==> config.mk <==
export PLATFORM = sky130hd
export DESIGN_NAME = system_config_register_bank
export DESIGN_NICKNAME = d
export VERILOG_FILES = /design/src/inc/sys_config_pkg.sv /design/src/design/system_config_register_bank.sv
export SDC_FILE = /design/constraint.sdc
export NUM_CORES = 1
export LEC_CHECK = 0
export CORE_ASPECT_RATIO = 0.7
export CORE_MARGIN = 2
export CORE_UTILIZATION = 40
export DETAILED_ROUTE_END_ITERATION = 12
export DONT_BUFFER_PORTS = 1
export PLACE_DENSITY = 0.53
export RECOVER_POWER = 50
export SETUP_SLACK_MARGIN = 0.05
export SKIP_CTS_REPAIR_TIMING = 1
export SYNTH_ARGS = -nofsm -noshare
export SYNTH_HDL_FRONTEND = slang
export SYNTH_SLANG_ARGS = --single-unit
==> constraint.sdc <==
create_clock -name aclk -period 1.9 [get_ports aclk]
set_input_delay 0.19 -clock aclk [delete_from_list [all_inputs] [get_ports aclk]]
set_output_delay 0.19 -clock aclk [all_outputs]
set_load 0.02 [all_outputs]
==> src/inc/sys_config_pkg.sv <==
// package: register map, field layout, reset values and carrier types
// ====================================================================
`default_nettype none
package sys_config_pkg;
  // ==================================================================
  // register byte offsets
  localparam logic [3:0] off_config_one = 4'h0;
  localparam logic [3:0] off_page_protect = 4'h4;
  localparam logic [3:0] off_line_low = 4'h8;
  localparam logic [3:0] off_line_mid = 4'hc;
  // ==================================================================
  // writable masks and reset values
  localparam logic [31:0] config_one_mask = 32'hfcdff8c3;
  localparam logic [31:0] config_one_reset = 32'h7c000000;
  localparam logic [31:0] page_protect_mask = 32'h0000000f;
  localparam logic [31:0] line_source_mask = 32'h0000ffff;
  localparam logic [31:0] zero_reset = 32'h00000000;
  // ==================================================================
  // field positions
  localparam int fpu_lsb = 26;
  localparam int enc_lsb = 22;
  localparam int i2c_bit = 20;
  localparam int pin_lsb = 16;
  localparam int second_converter_bit = 15;
  localparam int basic_timer_b_bit = 14;
  localparam int basic_timer_a_bit = 13;
  localparam int light_timer_e_bit = 12;
  localparam int light_timer_d_bit = 11;
  localparam int trig_bit = 7;
  localparam int itr_bit = 6;
  // ==================================================================
  // codes
  localparam logic [1:0] enc_none = 2'h0;
  localparam logic [1:0] enc_timer_a = 2'h1;
  localparam logic [1:0] enc_timer_b = 2'h2;
  localparam logic [2:0] trig_sel_remap = 3'h1;
  localparam logic [2:0] port_f_code = 3'h5;
  localparam logic [1:0] resp_okay = 2'h0;
  localparam logic [1:0] resp_slverr = 2'h2;

  typedef enum logic [1:0] {mem_main_flash, mem_system_flash,
    mem_embedded_sram} mem_map_t;

  typedef struct packed {
    logic [5:0] float_exception_irq_enables;
    logic [1:0] encoder_redirect; // 00 none, 01 timer a, 10 timer b
    logic first_i2c_fast_plus_drive;
    logic [3:0] pin_fast_plus_drive; // pb6..pb9
    logic second_converter_dma_remap;
    logic basic_timer_b_dma_remap;
    logic basic_timer_a_dma_remap;
    logic light_timer_e_dma_remap;
    logic light_timer_d_dma_remap;
    logic converter_trigger_remap;
    logic advanced_timer_trigger_remap;
    mem_map_t mem_map;
    logic [3:0] page_protect;
    logic [3:0] line_source_valid; // per line 0 to 3, 0 when code reserved
    logic [31:0] line_port; // 3-bit port per line in 4-bit slots
  } config_out_t;

  typedef struct packed {
    logic awready;
    logic wready;
    logic bvalid;
    logic [1:0] bresp;
    logic arready;
    logic rvalid;
    logic [31:0] rdata;
    logic [1:0] rresp;
  } axil_out_t;
endpackage
`default_nettype wire

==> src/design/system_config_register_bank.sv <==
// system configuration register bank with axi4-lite slave
`default_nettype none

// ====================================================================
// one register word: byte-lane merge of a write, reserved bits kept low
module word_merge #(
  parameter logic [31:0] writable = 32'hffffffff,
  parameter bit set_only = 1'b0
) (
  input wire logic [31:0] current,
  input wire logic [31:0] data,
  input wire logic [3:0] strobe,
  output logic [31:0] merged
);
  logic [31:0] lanes;

  // byte strobes widened to one enable per bit
  assign lanes = {{8{strobe[3]}}, {8{strobe[2]}}, {8{strobe[1]}},
    {8{strobe[0]}}};

  // set-only words gain ones from a write and never lose them
  always_comb
  begin
    if (set_only)
      merged = (current | (data & lanes)) & writable;
    else
      merged = ((current & ~lanes) | (data & lanes)) & writable;
  end
endmodule // word_merge

// ====================================================================
// one line source field: reserved codes fall back to port a
module line_source_decode #(
  parameter int has_port_f = 1
) (
  input wire logic [3:0] code,
  output logic [2:0] port,
  output logic valid
);
  import sys_config_pkg::*;

  // the top code bit is a don't-care; port f is missing on some lines
  always_comb
  begin
    valid = (code[2:0] < port_f_code)
      || (code[2:0] == port_f_code && has_port_f != 0);
    port = valid ? code[2:0] : 3'h0;
  end
endmodule // line_source_decode

// ====================================================================
// one dma request route: plain channel, or the remapped one when set
module dma_channel_select #(
  parameter logic [3:0] plain_channel = 4'h1,
  parameter logic [3:0] remapped_channel = 4'h7
) (
  input wire logic remap,
  output logic [3:0] channel
);
  // a static level that follows the register bit with no delay
  assign channel = remap ? remapped_channel : plain_channel;
endmodule // dma_channel_select

module system_config_register_bank (
  // clock, reset, boot strap levels and converter trigger select
  input wire logic aclk,
  input wire logic aresetn,
  input wire logic boot_pin,
  input wire logic boot_option_bit,
  input wire logic [2:0] converter_trigger_select,
  // axi4-lite write and read channels
  input wire logic awvalid,
  input wire logic [31:0] awaddr,
  input wire logic wvalid,
  input wire logic [31:0] wdata,
  input wire logic [3:0] wstrb,
  input wire logic bready,
  input wire logic arvalid,
  input wire logic [31:0] araddr,
  input wire logic rready,
  // bus answers and static routing
  output sys_config_pkg::axil_out_t axil,
  output sys_config_pkg::config_out_t cfg,
  output logic [1:0] mem_map_code,
  output logic converter_trigger_from_timer_b,
  output logic [3:0] dma_controller_one_channel_light_timer_e,
  output logic [3:0] dma_controller_one_channel_light_timer_d
);
  import sys_config_pkg::*;

  // ==================================================================
  // state
  typedef struct packed {
    // boot strap load still pending when low
    logic booted;
    // write address and data parked until both have arrived
    logic aw_held;
    logic [3:0] aw_addr;
    logic w_held;
    logic [31:0] w_data;
    logic [3:0] w_strb;
    // write response, stands until bready
    logic bvalid;
    logic bresp_err;
    // read response, stands until rready
    logic rvalid;
    logic [31:0] rdata;
    logic rresp_err;
    // the four register words, reserved bits kept at zero
    logic [31:0] config_one;
    logic [31:0] page_protect;
    logic [31:0] line_low;
    logic [31:0] line_mid;
  } state_t;

  state_t state;
  state_t next_state;
  logic do_write;
  logic do_read;
  logic [3:0] waddr;
  logic [31:0] wdat;
  logic [3:0] wstb;
  logic [31:0] merged_config_one;
  logic [31:0] merged_page_protect;
  logic [31:0] merged_line_low;
  logic [31:0] merged_line_mid;
  logic [31:0] line_codes;
  logic [2:0] line_port_dec [8];
  logic line_valid_dec [4];

  // ==================================================================
  // write merge per register; the page word only ever gains ones
  word_merge #(
    .writable(config_one_mask),
    .set_only(1'b0)
  ) merge_config_one (
    .current(state.config_one),
    .data(wdat),
    .strobe(wstb),
    .merged(merged_config_one)
  );

  word_merge #(
    .writable(page_protect_mask),
    .set_only(1'b1)
  ) merge_page_protect (
    .current(state.page_protect),
    .data(wdat),
    .strobe(wstb),
    .merged(merged_page_protect)
  );

  word_merge #(
    .writable(line_source_mask),
    .set_only(1'b0)
  ) merge_line_low (
    .current(state.line_low),
    .data(wdat),
    .strobe(wstb),
    .merged(merged_line_low)
  );

  word_merge #(
    .writable(line_source_mask),
    .set_only(1'b0)
  ) merge_line_mid (
    .current(state.line_mid),
    .data(wdat),
    .strobe(wstb),
    .merged(merged_line_mid)
  );

  // read mux over the four registers
  function automatic logic [32:0] read_reg(input state_t s,
    input logic [3:0] a);
    logic [32:0] r;
    r = {1'b0, 32'h00000000};
    case (a)
      off_config_one: r = {1'b1, s.config_one};
      off_page_protect: r = {1'b1, s.page_protect};
      off_line_low: r = {1'b1, s.line_low};
      off_line_mid: r = {1'b1, s.line_mid};
      // unmapped offsets answer zero with an error response
      default: r = {1'b0, 32'h00000000};
    endcase
    return r;
  endfunction

  // ==================================================================
  // next state
  always_comb
  begin
    logic [32:0] rd;
    rd = 33'h000000000;
    next_state = state;
    waddr = state.aw_held ? state.aw_addr : awaddr[3:0];
    wdat = state.w_held ? state.w_data : wdata;
    wstb = state.w_held ? state.w_strb : wstrb;
    // a write goes ahead once both halves are here and no answer waits
    do_write = (state.aw_held || awvalid) && (state.w_held || wvalid)
      && !state.bvalid;
    // one read at a time; the next address waits for the answer
    do_read = arvalid && !state.rvalid;
    // load boot selection once after reset release
    if (!state.booted)
    begin
      next_state.booted = 1'b1;
      next_state.config_one[1:0] = {boot_option_bit, boot_pin};
    end
    // capture address and data in either order
    if (awvalid && !state.aw_held && !do_write)
    begin
      next_state.aw_held = 1'b1;
      next_state.aw_addr = awaddr[3:0];
    end
    if (wvalid && !state.w_held && !do_write)
    begin
      next_state.w_held = 1'b1;
      next_state.w_data = wdata;
      next_state.w_strb = wstrb;
    end
    if (do_write)
    begin
      next_state.aw_held = 1'b0;
      next_state.w_held = 1'b0;
      next_state.bvalid = 1'b1;
      next_state.bresp_err = 1'b0;
      case (waddr)
        off_config_one:
          next_state.config_one = merged_config_one;
        off_page_protect:
          next_state.page_protect = merged_page_protect;
        off_line_low:
          next_state.line_low = merged_line_low;
        off_line_mid:
          next_state.line_mid = merged_line_mid;
        default: next_state.bresp_err = 1'b1;
      endcase
    end
    else if (state.bvalid && bready)
      next_state.bvalid = 1'b0;
    if (do_read)
    begin
      rd = read_reg(state, araddr[3:0]);
      next_state.rvalid = 1'b1;
      next_state.rdata = rd[31:0];
      next_state.rresp_err = ~rd[32];
    end
    else if (state.rvalid && rready)
      next_state.rvalid = 1'b0;
  end

  // ==================================================================
  // registers
  always_ff @(posedge aclk)
  begin
    // reset clears the handshakes; the boot load follows one edge later
    if (!aresetn)
    begin
      state <= '0;
      state.config_one <= config_one_reset;
      state.page_protect <= zero_reset;
      state.line_low <= zero_reset;
      state.line_mid <= zero_reset;
    end
    else
      state <= next_state;
  end

  // ==================================================================
  // bus outputs
  always_comb
  begin
    // ready falls while an item is parked or an answer waits
    axil.awready = !state.aw_held && !state.bvalid;
    axil.wready = !state.w_held && !state.bvalid;
    // answers come straight from the registered state
    axil.bvalid = state.bvalid;
    axil.bresp = state.bresp_err ? resp_slverr : resp_okay;
    axil.arready = !state.rvalid;
    axil.rvalid = state.rvalid;
    axil.rdata = state.rdata;
    axil.rresp = state.rresp_err ? resp_slverr : resp_okay;
  end

  // ==================================================================
  // static routing outputs decoded from the registers
  always_comb
  begin
    logic [1:0] enc;
    enc = state.config_one[enc_lsb +: 2];
    cfg.float_exception_irq_enables = state.config_one[fpu_lsb +: 6];
    // reserved code 11 means no redirect
    cfg.encoder_redirect = (enc == enc_timer_a || enc == enc_timer_b)
      ? enc : enc_none;
    cfg.first_i2c_fast_plus_drive = state.config_one[i2c_bit];
    cfg.pin_fast_plus_drive = state.config_one[pin_lsb +: 4];
    cfg.second_converter_dma_remap = state.config_one[second_converter_bit];
    cfg.basic_timer_b_dma_remap = state.config_one[basic_timer_b_bit];
    cfg.basic_timer_a_dma_remap = state.config_one[basic_timer_a_bit];
    cfg.light_timer_e_dma_remap = state.config_one[light_timer_e_bit];
    cfg.light_timer_d_dma_remap = state.config_one[light_timer_d_bit];
    cfg.converter_trigger_remap = state.config_one[trig_bit];
    cfg.advanced_timer_trigger_remap = state.config_one[itr_bit];
    // x0 main flash, 01 system flash, 11 sram
    case (state.config_one[1:0])
      2'h1: cfg.mem_map = mem_system_flash;
      2'h3: cfg.mem_map = mem_embedded_sram;
      default: cfg.mem_map = mem_main_flash;
    endcase
    cfg.page_protect = state.page_protect[3:0];
    cfg.line_source_valid = 4'h0;
    for (int i = 0; i < 4; i++)
      cfg.line_source_valid[i] = line_valid_dec[i];
    cfg.line_port = 32'h00000000;
    for (int i = 0; i < 8; i++)
      cfg.line_port[4*i +: 3] = line_port_dec[i];
  end

  // ==================================================================
  // line source decoders, lowest line in the lowest nibble
  assign line_codes = {state.line_mid[15:0], state.line_low[15:0]};
  // lines 3 and 7 have no port f pin, so code x101 is reserved there
  for (genvar g = 0; g < 8; g++)
  begin : gen_line
    if (g < 4)
    begin : gen_low
      line_source_decode #(
        .has_port_f((g == 3) ? 0 : 1)
      ) decode_i (
        .code(line_codes[4*g +: 4]),
        .port(line_port_dec[g]),
        .valid(line_valid_dec[g])
      );
    end
    else
    begin : gen_mid
      // only lines 0 to 3 report a validity flag
      line_source_decode #(
        .has_port_f((g == 7) ? 0 : 1)
      ) decode_i (
        .code(line_codes[4*g +: 4]),
        .port(line_port_dec[g]),
        .valid()
      );
    end
  end

  // routed signals derived from the fields
  assign mem_map_code = state.config_one[1:0];
  assign converter_trigger_from_timer_b = state.config_one[trig_bit]
    && (converter_trigger_select == trig_sel_remap);

  // light timer dma routes on controller one
  dma_channel_select #(
    .plain_channel(4'h1),
    .remapped_channel(4'h7)
  ) route_light_timer_e (
    .remap(state.config_one[light_timer_e_bit]),
    .channel(dma_controller_one_channel_light_timer_e)
  );

  dma_channel_select #(
    .plain_channel(4'h3),
    .remapped_channel(4'h6)
  ) route_light_timer_d (
    .remap(state.config_one[light_timer_d_bit]),
    .channel(dma_controller_one_channel_light_timer_d)
  );
endmodule // system_config_register_bank
`default_nettype wire

==> run_results.csv, run 1 <==
group,metric,value,unit
outcome,status,"complete, but fails checks",
outcome,violations,"negative hold slack",
floorplanning,coreArea,15600,um2
timing,hold_viol_final,2,
routing,drc,0,
grt,antenna_found_initial,0,
yosys,async_flop_share,0,
finish,finish.net_count,826,
grt,track_usage,0.191,
clock_network,cts_tree,"yes",
power,peakVddDrop,0.446,mV
clock_network,clk_pin_slew,60,ps
clock_network,cts_buffers,17,
clock_network,clock-root-buffer,"clkbuf_16",
min_path,min_path_type,"input port to flop",
routing,drtIter0Drc,289,
placement,gp_congestion,0.797,
yosys,ys_seq_area_frac,0.408,
worst_setup_path,critPathLaunchType,"flop",
timing,max_freq,532,MHz
grt,grt_pass1_vias,4383,
routing,via_count,4783,
clock_network,clk_latency,420,ps
worst_setup_path,crit_fanout,8,
floorplanning,fp.dieArea,17100,um2
yosys,synth-edff-count,0,
finish,syn_to_final_growth,13.9,%
routing,postRouteAntennaNets,0,
timing,rsz0062_at_grt,"true",
clock_network,htreeDepth,4,
timing,hold_slack,-11.2,ps
placement,io_buffer_count,0,
timing,slew_headroom,0.483,
yosys,ys_warn_count,0,
routing,first_pass_iters,5,
floorplanning,initial_core_util,0.412,
worst_setup_path,worstPathArrival,2170,ps
yosys,syn_inst,722,
yosys,synthFlopType,"dfxtp_1",
routing,wl_per_cell,18.9,um
routing,drt-total-wl,17.5,mm
clock_network,clkSinkCount,131,
placement,hpwl,11.9,mm
grt,grt_start_max_net_pins,95,
yosys,ys_types,43,
floorplanning,rows,38,
yosys,synth_seq_cells,131,
yosys,syn-cell-area,6420,um2
power,powerDensity,954,nW/um2
timing,tightest_slew,776,ps
power,p_leak,0.00303,uW
finish,fin_util,0.469,
routing,vias_per_cell,5.16,
finish,fin_area,7310,um2
timing,finalSetupViolCount,0,
finish,diodes,0,
worst_setup_path,path_class,"flop to flop",
timing,fin_setup_tns,0,ps
timing,period_share,0.989,
floorplanning,dieWidth,155,um
timing,skew,7.89,ps
finish,drive_above_1_share,0.162,
grt,grt.overflow.total,0,
worst_setup_path,worstPathRequired,2190,ps
floorplanning,die_h,110,um
clock_network,clk_path_buf_depth,2,
timing,final_max_slew_viol_count,0,
floorplanning,ioPinCount,226,
yosys,syn_avg_cell_area,8.90,um2
grt,grt_pass1_wl,24.5,mm
timing,layout_min_cycle_time,1880,ps
placement,dpl_cell_area,6230,um2
flow_run,maxCapViolCount,0,
worst_setup_path,end_kind,"flop",
cell usage after synthesis, types with 3 or more instances:
| cell | n | area [um2] |
|---|---|---|
| buf_4 | 81 | 608 |
| and2_1 | 8 | 50.1 |
| buf_2 | 6 | 30.0 |
| mux2_2 | 39 | 439 |
| inv_1 | 4 | 15.0 |
| a22o_1 | 9 | 78.8 |
| and3_1 | 3 | 18.8 |
| a21boi_0 | 3 | 22.5 |
| nand2_1 | 168 | 631 |
| clkbuf_1 | 29 | 109 |
| a22oi_1 | 15 | 113 |
| nand4_4 | 4 | 85.1 |
| nor2_1 | 28 | 105 |
| nand2b_1 | 8 | 50.1 |
| mux2i_1 | 72 | 721 |
| dfxtp_1 | 131 | 2620 |
| a21oi_1 | 42 | 210 |
| or3_1 | 6 | 37.5 |
| o21ai_0 | 16 | 80.1 |
| nor2b_1 | 20 | 125 |
final cells by class:
cell class	count	area, um2
clock buffer	21	470
multi-input combinational	481	3090
timing repair buffer	78	731
clock inverter	11	133
tap	200	250
inverter	5	18.8
sequential	131	2630
fill	1457	8280
layout by cell type, fill, tap and decap left out, types with 4 or more instances in the layout:
cell and n:
clkbuf_1 7, mux2i_1 72, mux2_2 39, clkbuf_16 17, or3_1 6, buf_4 24
conb_1 17, nand2b_1 8, nor2_1 28, nand4_4 4, dlygate4sd3_1 42, clkinv_2 7
dfxtp_1 129, and2_1 8, inv_1 4, nand2_1 168, a22o_1 9, nor2b_1 20
a22oi_1 15, a21oi_1 41, o21ai_0 15
logic make-up (layout without fill, tap and decap cells):
logic type / Yosys count / count (layout) / share of synthesized area
AO/OA/AOI/OAI: 92 / 92 / 0.0879
buffers and inverters: 125 / 115 / 0.124
flip-flops: 131 / 131 / 0.408
multiplexers: 113 / 113 / 0.188
other: 2 / 17 / 0.00117
AND/OR/NAND/NOR: 259 / 259 / 0.191
per-stage QoR:
stage	power (uW)	worst slack (ps)	hold slack, ps	cells
after global routing	7230	-44.0	3.73	927
after global placement	3540	78.8	229	849
after floorplan	3470	138	218	737
final	6980	20.9	-11.2	927
after detailed placement	3550	75.3	230	849
after CTS	6900	61.5	-203	881
worst max-delay path, cell delays in order (launching register included):
cell	delay, ps
dfxtp_2	330
or3b_4	400
a211oi_4	290
buf_12	170
buf_8	130
nand4_4	230
mux2i_1	190
where the power goes:
| part | total, uW | switching (uW) | internal [uW] |
|---|---|---|---|
| Sequential | 2900 | 72.7 | 2820 |
| Combinational | 735 | 420 | 315 |
| Clock | 3340 | 1200 | 2150 |
| Total | 6980 | 1690 | 5290 |
metal layers:
layer / wire [um] / up-vias / global-route usage
li1: - / 2320 / -
met1: 8340 / 2296 / 0.241
met2: 7620 / 149 / 0.290
met3: 1350 / 18 / 0.0868
met4: 184 / 0 / 0.0688
met5: 0 / - / 0
final timing paths:
check,from,end,slack [ps],cells after the start
setup / recovery,state[205],flop,20,6
hold / removal,aresetn,flop,-10,2
hold reg to reg,state[194],state[194],450,2
setup reg to reg,state[205],flop,20,6
Power figures use the tool's default switching activity.
==> inputs of run 2 (changes only) <==
==> constraint.sdc (replaced) <==
create_clock -name aclk -period 2.2 [get_ports aclk]
set_input_delay 0.22 -clock aclk [delete_from_list [all_inputs] [get_ports aclk]]
set_output_delay 0.22 -clock aclk [all_outputs]
set_load 0.02 [all_outputs]
==> run 2 against run 1 <==
Sequential power shrank 14%. Critical path depth shrank 1. The flow still finishes with violations (negative hold slack). Clock skew shrank 0.81 ps. Global-route usage shrank 0.19 points. Register-to-register slack gained 170 ps. Power shrank 18%. Critical path type unchanged. Non-clock buffer count shrank 17. Cell count shrank 1.8%. Core utilization shrank 1.5 points. Final area shrank 3.2%.
==> run_results.csv, run 2 (synthesized netlist as in run 1, its figures left out) <==
group,metric,value,unit
grt,antenna_found_initial,1,
grt,grt.overflow.total,0,
floorplanning,die_h,110,um
worst_setup_path,reg2reg_depth,5,
worst_setup_path,critPathLaunchType,"flop",
routing,first_pass_iters,5,
worst_setup_path,worstPathRequired,2540,ps
finish,syn_to_final_growth,10.2,%
finish,fin_util,0.454,
min_path,min_path_type,"input port to flop",
timing,slew_headroom,0.163,
clock_network,cts_tree,"yes",
placement,gp_congestion,0.799,
worst_setup_path,path_class,"flop to flop",
routing,wl_per_cell,18.9,um
timing,skew,7.09,ps
worst_setup_path,cp_top_family,"simple AND/OR/NAND/NOR gates",
power,peakVddDrop,0.492,mV
clock_network,clock-root-buffer,"clkbuf_16",
finish,fin_cells,910,
timing,period_share,0.915,
routing,vias_per_cell,5.13,
worst_setup_path,worstPathArrival,2360,ps
routing,drt-total-wl,17.2,mm
outcome,status,"complete, but fails checks",
finish,final_cell_mix,"nand2_1 (168), dfxtp_1 (130), mux2i_1 (72), dlygate4sd3_1 (43), a21oi_1 (42)",
worst_setup_path,end_kind,"flop",
timing,max_freq,497,MHz
floorplanning,dieWidth,155,um
worst_setup_path,critPathBufInv,1,
timing,rsz0062_at_grt,"false",
clock_network,clk_latency,420,ps
worst_setup_path,cp_cell_sequence,"or3b_1 -> a211oi_2 -> buf_12 -> and3_1 -> mux2i_1",
min_path,hold_depth,2,
floorplanning,fp.dieArea,17100,um2
timing,hold_viol_final,4,
clock_network,clk_pin_slew,60,ps
timing,layout_min_cycle_time,2010,ps
min_path,hp-start,"aresetn",
placement,hpwl,11.5,mm
worst_setup_path,critical_path.max_stage_delay,420,ps
power,p_leak,0.00290,uW
timing,hold_slack,-4.69,ps
timing,fin_setup_tns,0,ps
placement,numPlacedInstances,834,
grt,track_usage,0.189,
finish,drive_above_1_share,0.133,
clock_network,htreeDepth,4,
routing,postRouteAntennaNets,0,
clock_network,cts_buffers,17,
floorplanning,ioPinCount,226,
clock_network,clk_path_buf_depth,2,
floorplanning,initial_core_util,0.412,
clock_network,clkSinkCount,131,
worst_setup_path,worst_path_max_delay_cell,"dfxtp_1",
routing,drc,0,
worst_setup_path,r2r_slack,190,ps
floorplanning,rows,38,
timing,finalSetupViolCount,0,
timing,final_max_slew_viol_count,0,
flow_run,maxCapViolCount,0,
power,powerDensity,811,nW/um2
timing,tightest_slew,1260,ps
grt,grt_start_max_net_pins,95,
grt,grt_pass1_vias,4330,
routing,via_count,4671,
placement,io_buffer_count,0,
worst_setup_path,reg2reg_from,"state[205]",
grt,grt_pass1_wl,24.3,mm
floorplanning,coreArea,15600,um2
finish,finish.net_count,809,
routing,drtIter0Drc,248,
finish,final_common_cell,"nand2_1",
outcome,violations,"negative hold slack",
worst_setup_path,crit_fanout,12,
==> run 2: how the worst max path moves through the flow <==
stage | start | end | slack [ps] | depth (start not counted)
2_1_floorplan | state[205] | flop | 440 | 6
3_3_place_gp | state[205] | flop | 220 | 5
3_5_place_dp | state[205] | flop | 210 | 5
4_1_cts | state[205] | flop | 190 | 5
5_1_grt | state[205] | flop | 100 | 5
6_report | state[205] | flop | 190 | 5
==> run 2: metal layers <==
metal,wire length [um],GRT usage,up-vias
li1,-,-,2279
met1,8200,0.243,2235
met2,7250,0.274,140
met3,1540,0.0958,17
met4,239,0.0662,0
met5,0,0,-
==> run 2: metrics by stage <==
step           setup slack, ps  area, um2  hold WS (ps)  power [uW]
2_1_floorplan              438       6480           248        3000
3_3_place_gp               222       6110           262        3030
3_5_place_dp               209       6110           263        3040
4_1_cts                    189       6660          -176        5700
5_1_grt                    102       7080          2.00        5960
6_report                   187       7080         -4.69        5740
==> run 2: report_power, final <==
group	internal [uW]	leakage, uW	switching [uW]	total [uW]
combinational	239	0.00157	339	578
clock	1660	0.000267	1000	2660
sequential	2440	0.00106	63.2	2500
==> run 2: layout make-up <==
| cell class | instances | area (um2) |
|---|---|---|
| Timing Repair Buffer | 61 | 574 |
| Tap cell | 200 | 250 |
| Fill cell | 1521 | 8510 |
| Multi-Input combinational cell | 481 | 3060 |
| Inverter | 5 | 18.8 |
| Clock buffer | 27 | 503 |
| Sequential cell | 131 | 2620 |
| Clock inverter | 4 | 47.5 |
| Antenna cell | 1 | 2.50 |
==> inputs of run 3 (changes only) <==
--- a/config.mk
+++ b/config.mk
@@ -5,7 +5,7 @@
 export SDC_FILE = /design/constraint.sdc
 export NUM_CORES = 1
 export LEC_CHECK = 0
-export CORE_ASPECT_RATIO = 0.7
+export CORE_ASPECT_RATIO = 0.5
 export CORE_MARGIN = 2
 export CORE_UTILIZATION = 40
 export DETAILED_ROUTE_END_ITERATION = 12
@@ -16,4 +16,5 @@
 export SKIP_CTS_REPAIR_TIMING = 1
 export SYNTH_ARGS = -nofsm -noshare
 export SYNTH_HDL_FRONTEND = slang
+export SYNTH_HIERARCHICAL = 1
 export SYNTH_SLANG_ARGS = --single-unit
==> run 3 against run 2 <==
The run now ends clean. Combinational power increased by 73%. Wire length is 70% higher. Clock power rose by 48%. Setup slack worse by 80 ps. Cell count grew 79%. Register-to-register slack worse by 80 ps. Via count rose by 71%. Count of clock-buffer cells in the layout increased by 1.
==> run_results.csv, run 3 <==
group,metric,value,unit
clock_network,htreeDepth,1,
worst_setup_path,worstPathRequired,2670,ps
timing,period_share,0.951,
yosys,syn_avg_cell_area,9.26,um2
timing,fin_setup_tns,0,ps
yosys,syn_inst,1232,
grt,antenna_found_initial,0,
finish,fin_area,12800,um2
finish,largest-register,"state",
grt,grt_pass1_wl,41.2,mm
routing,first_pass_iters,5,
grt,grt_pass1_vias,7371,
floorplanning,fp.dieArea,30000,um2
routing,vias_per_cell,4.89,
worst_setup_path,cp_cell_sequence,"o21ba_1 -> nor3b_4 -> buf_4 -> nand2_1 -> a21boi_1 -> dlygate4sd3_1",
finish,largest_register_ffs,114,
clock_network,clk_pin_slew,70,ps
timing,max_freq,478,MHz
min_path,min_path_type,"input port to flop",
timing,finalSetupViolCount,0,
power,seq_power_share,0.438,
worst_setup_path,critPathLaunchType,"flop",
flow_run,maxCapViolCount,0,
worst_setup_path,worst_path_max_delay_cell,"dlygate4sd3_1",
power,p_total,8810,uW
floorplanning,ioPinCount,226,
worst_setup_path,path_class,"flop to flop",
worst_setup_path,critPathBufInv,2,
placement,io_buffer_count,0,
power,powerDensity,691,nW/um2
finish,drive_above_1_share,0.122,
power,comb_power_share,0.114,
worst_setup_path,worstPathArrival,2560,ps
yosys,ys_warn_count,6,
grt,grt.overflow.total,0,
worst_setup_path,end_kind,"flop",
worst_setup_path,critPathLaunch,"axil[38]",
power,p_leak,0.00498,uW
timing,hold_viol_final,0,
clock_network,cts_tree,"yes",
routing,postRouteAntennaNets,0,
routing,drc,0,
power,peakVddDrop,0.375,mV
timing,tightest_slew,1440,ps
routing,via_count,7977,
clock_network,cts_buffers,22,
finish,n_fill_cell,2640,
grt,track_usage,0.176,
power,intPower,6590,uW
routing,drtIter0Drc,361,
power,clock_power_share,0.448,
worst_setup_path,reg2reg_from,"axil[38]",
clock_network,clock-root-buffer,"clkbuf_16",
placement,dpl_cell_area,10900,um2
worst_setup_path,crit_fanout,16,
finish,final_cell_mix,"nand2_1 (318), dfxtp_1 (203), mux2i_1 (197), dlygate4sd3_1 (116), conb_1 (84)",
timing,slew_headroom,0.0371,
floorplanning,rows,43,
finish,final_common_cell,"nand2_1",
power,p_sw,2230,uW
floorplanning,initial_core_util,0.409,
timing,skew,17.9,ps
placement,numPlacedInstances,1474,
outcome,status,"finished clean",
finish,finish.net_count,1346,
timing,hold_slack,8.94,ps
routing,drt-total-wl,29.3,mm
grt,grt_start_max_net_pins,302,
placement,hpwl,16.0,mm
finish,diodes,0,
finish,syn_to_final_growth,11.8,%
clock_network,clk_path_buf_depth,3,
placement,gp_congestion,0.758,
clock_network,clk_latency,530,ps
timing,final_max_slew_viol_count,0,
worst_setup_path,critical_path.max_stage_delay,570,ps
floorplanning,die_h,123,um
timing,layout_min_cycle_time,2090,ps
worst_setup_path,cp_top_family,"buffers and inverters",
floorplanning,dieWidth,243,um
clock_network,clkSinkCount,204,
min_path,hp-start,"aresetn",
finish,fin_cells,1632,
yosys,syn-cell-area,11400,um2
power,p_sw_frac,0.253,
routing,wl_per_cell,18.0,um
floorplanning,coreArea,27900,um2
## run 3: area by class of cell
cell class	count	area [um2]	share of cell area
clock inverters	12	155	0.0122
clock buffers	28	603	0.0473
inverters	3	11.3	0.000883
multi-input cells	867	5990	0.470
repair buffers	136	1430	0.112
well taps	382	478	0.0375
flip-flops and latches	204	4090	0.320
## run 3: per-stage QoR
step	utilization	setup slack [ps]
3_5_place_dp	0.390	190
3_3_place_gp	0.390	281
5_1_grt	0.458	-6.70
6_report	0.458	107
4_1_cts	0.417	157
2_1_floorplan	-	92.9
## run 3: final timing paths
path	endpoint	slack (ps)	depth (start not counted)
hold / removal	cfg[60]	9	2
hold reg to reg	state[177]	450	2
setup reg to reg	state[190]	110	6
setup / recovery	state[190]	110	6
## run 3: power groups by stage
stage / Sequential [uW] / Clock (uW) / Combinational, uW
after global placement: 3940 / 0 / 835
after CTS: 3860 / 4050 / 853
after detailed placement: 3950 / 0 / 849
after global routing: 3870 / 4220 / 1080
final: 3860 / 3950 / 1000
after floorplan: 3900 / 0 / 957
## run 3: layer usage
layer / global-route usage / vias to the layer above / routed length, um
li1: - / 3910 / -
met1: 0.216 / 3895 / 13100
met2: 0.311 / 132 / 14200
met3: 0.0460 / 40 / 1550
met4: 0.0368 / 0 / 470
met5: 0 / - / 0
## run 3: worst register-to-register path, cell delays in order (launching register included)
cell           delay, ps
dfxtp_1              530
o21ba_1              260
nor3b_4              190
buf_4                280
nand2_1               90
a21boi_1             120
dlygate4sd3_1        570
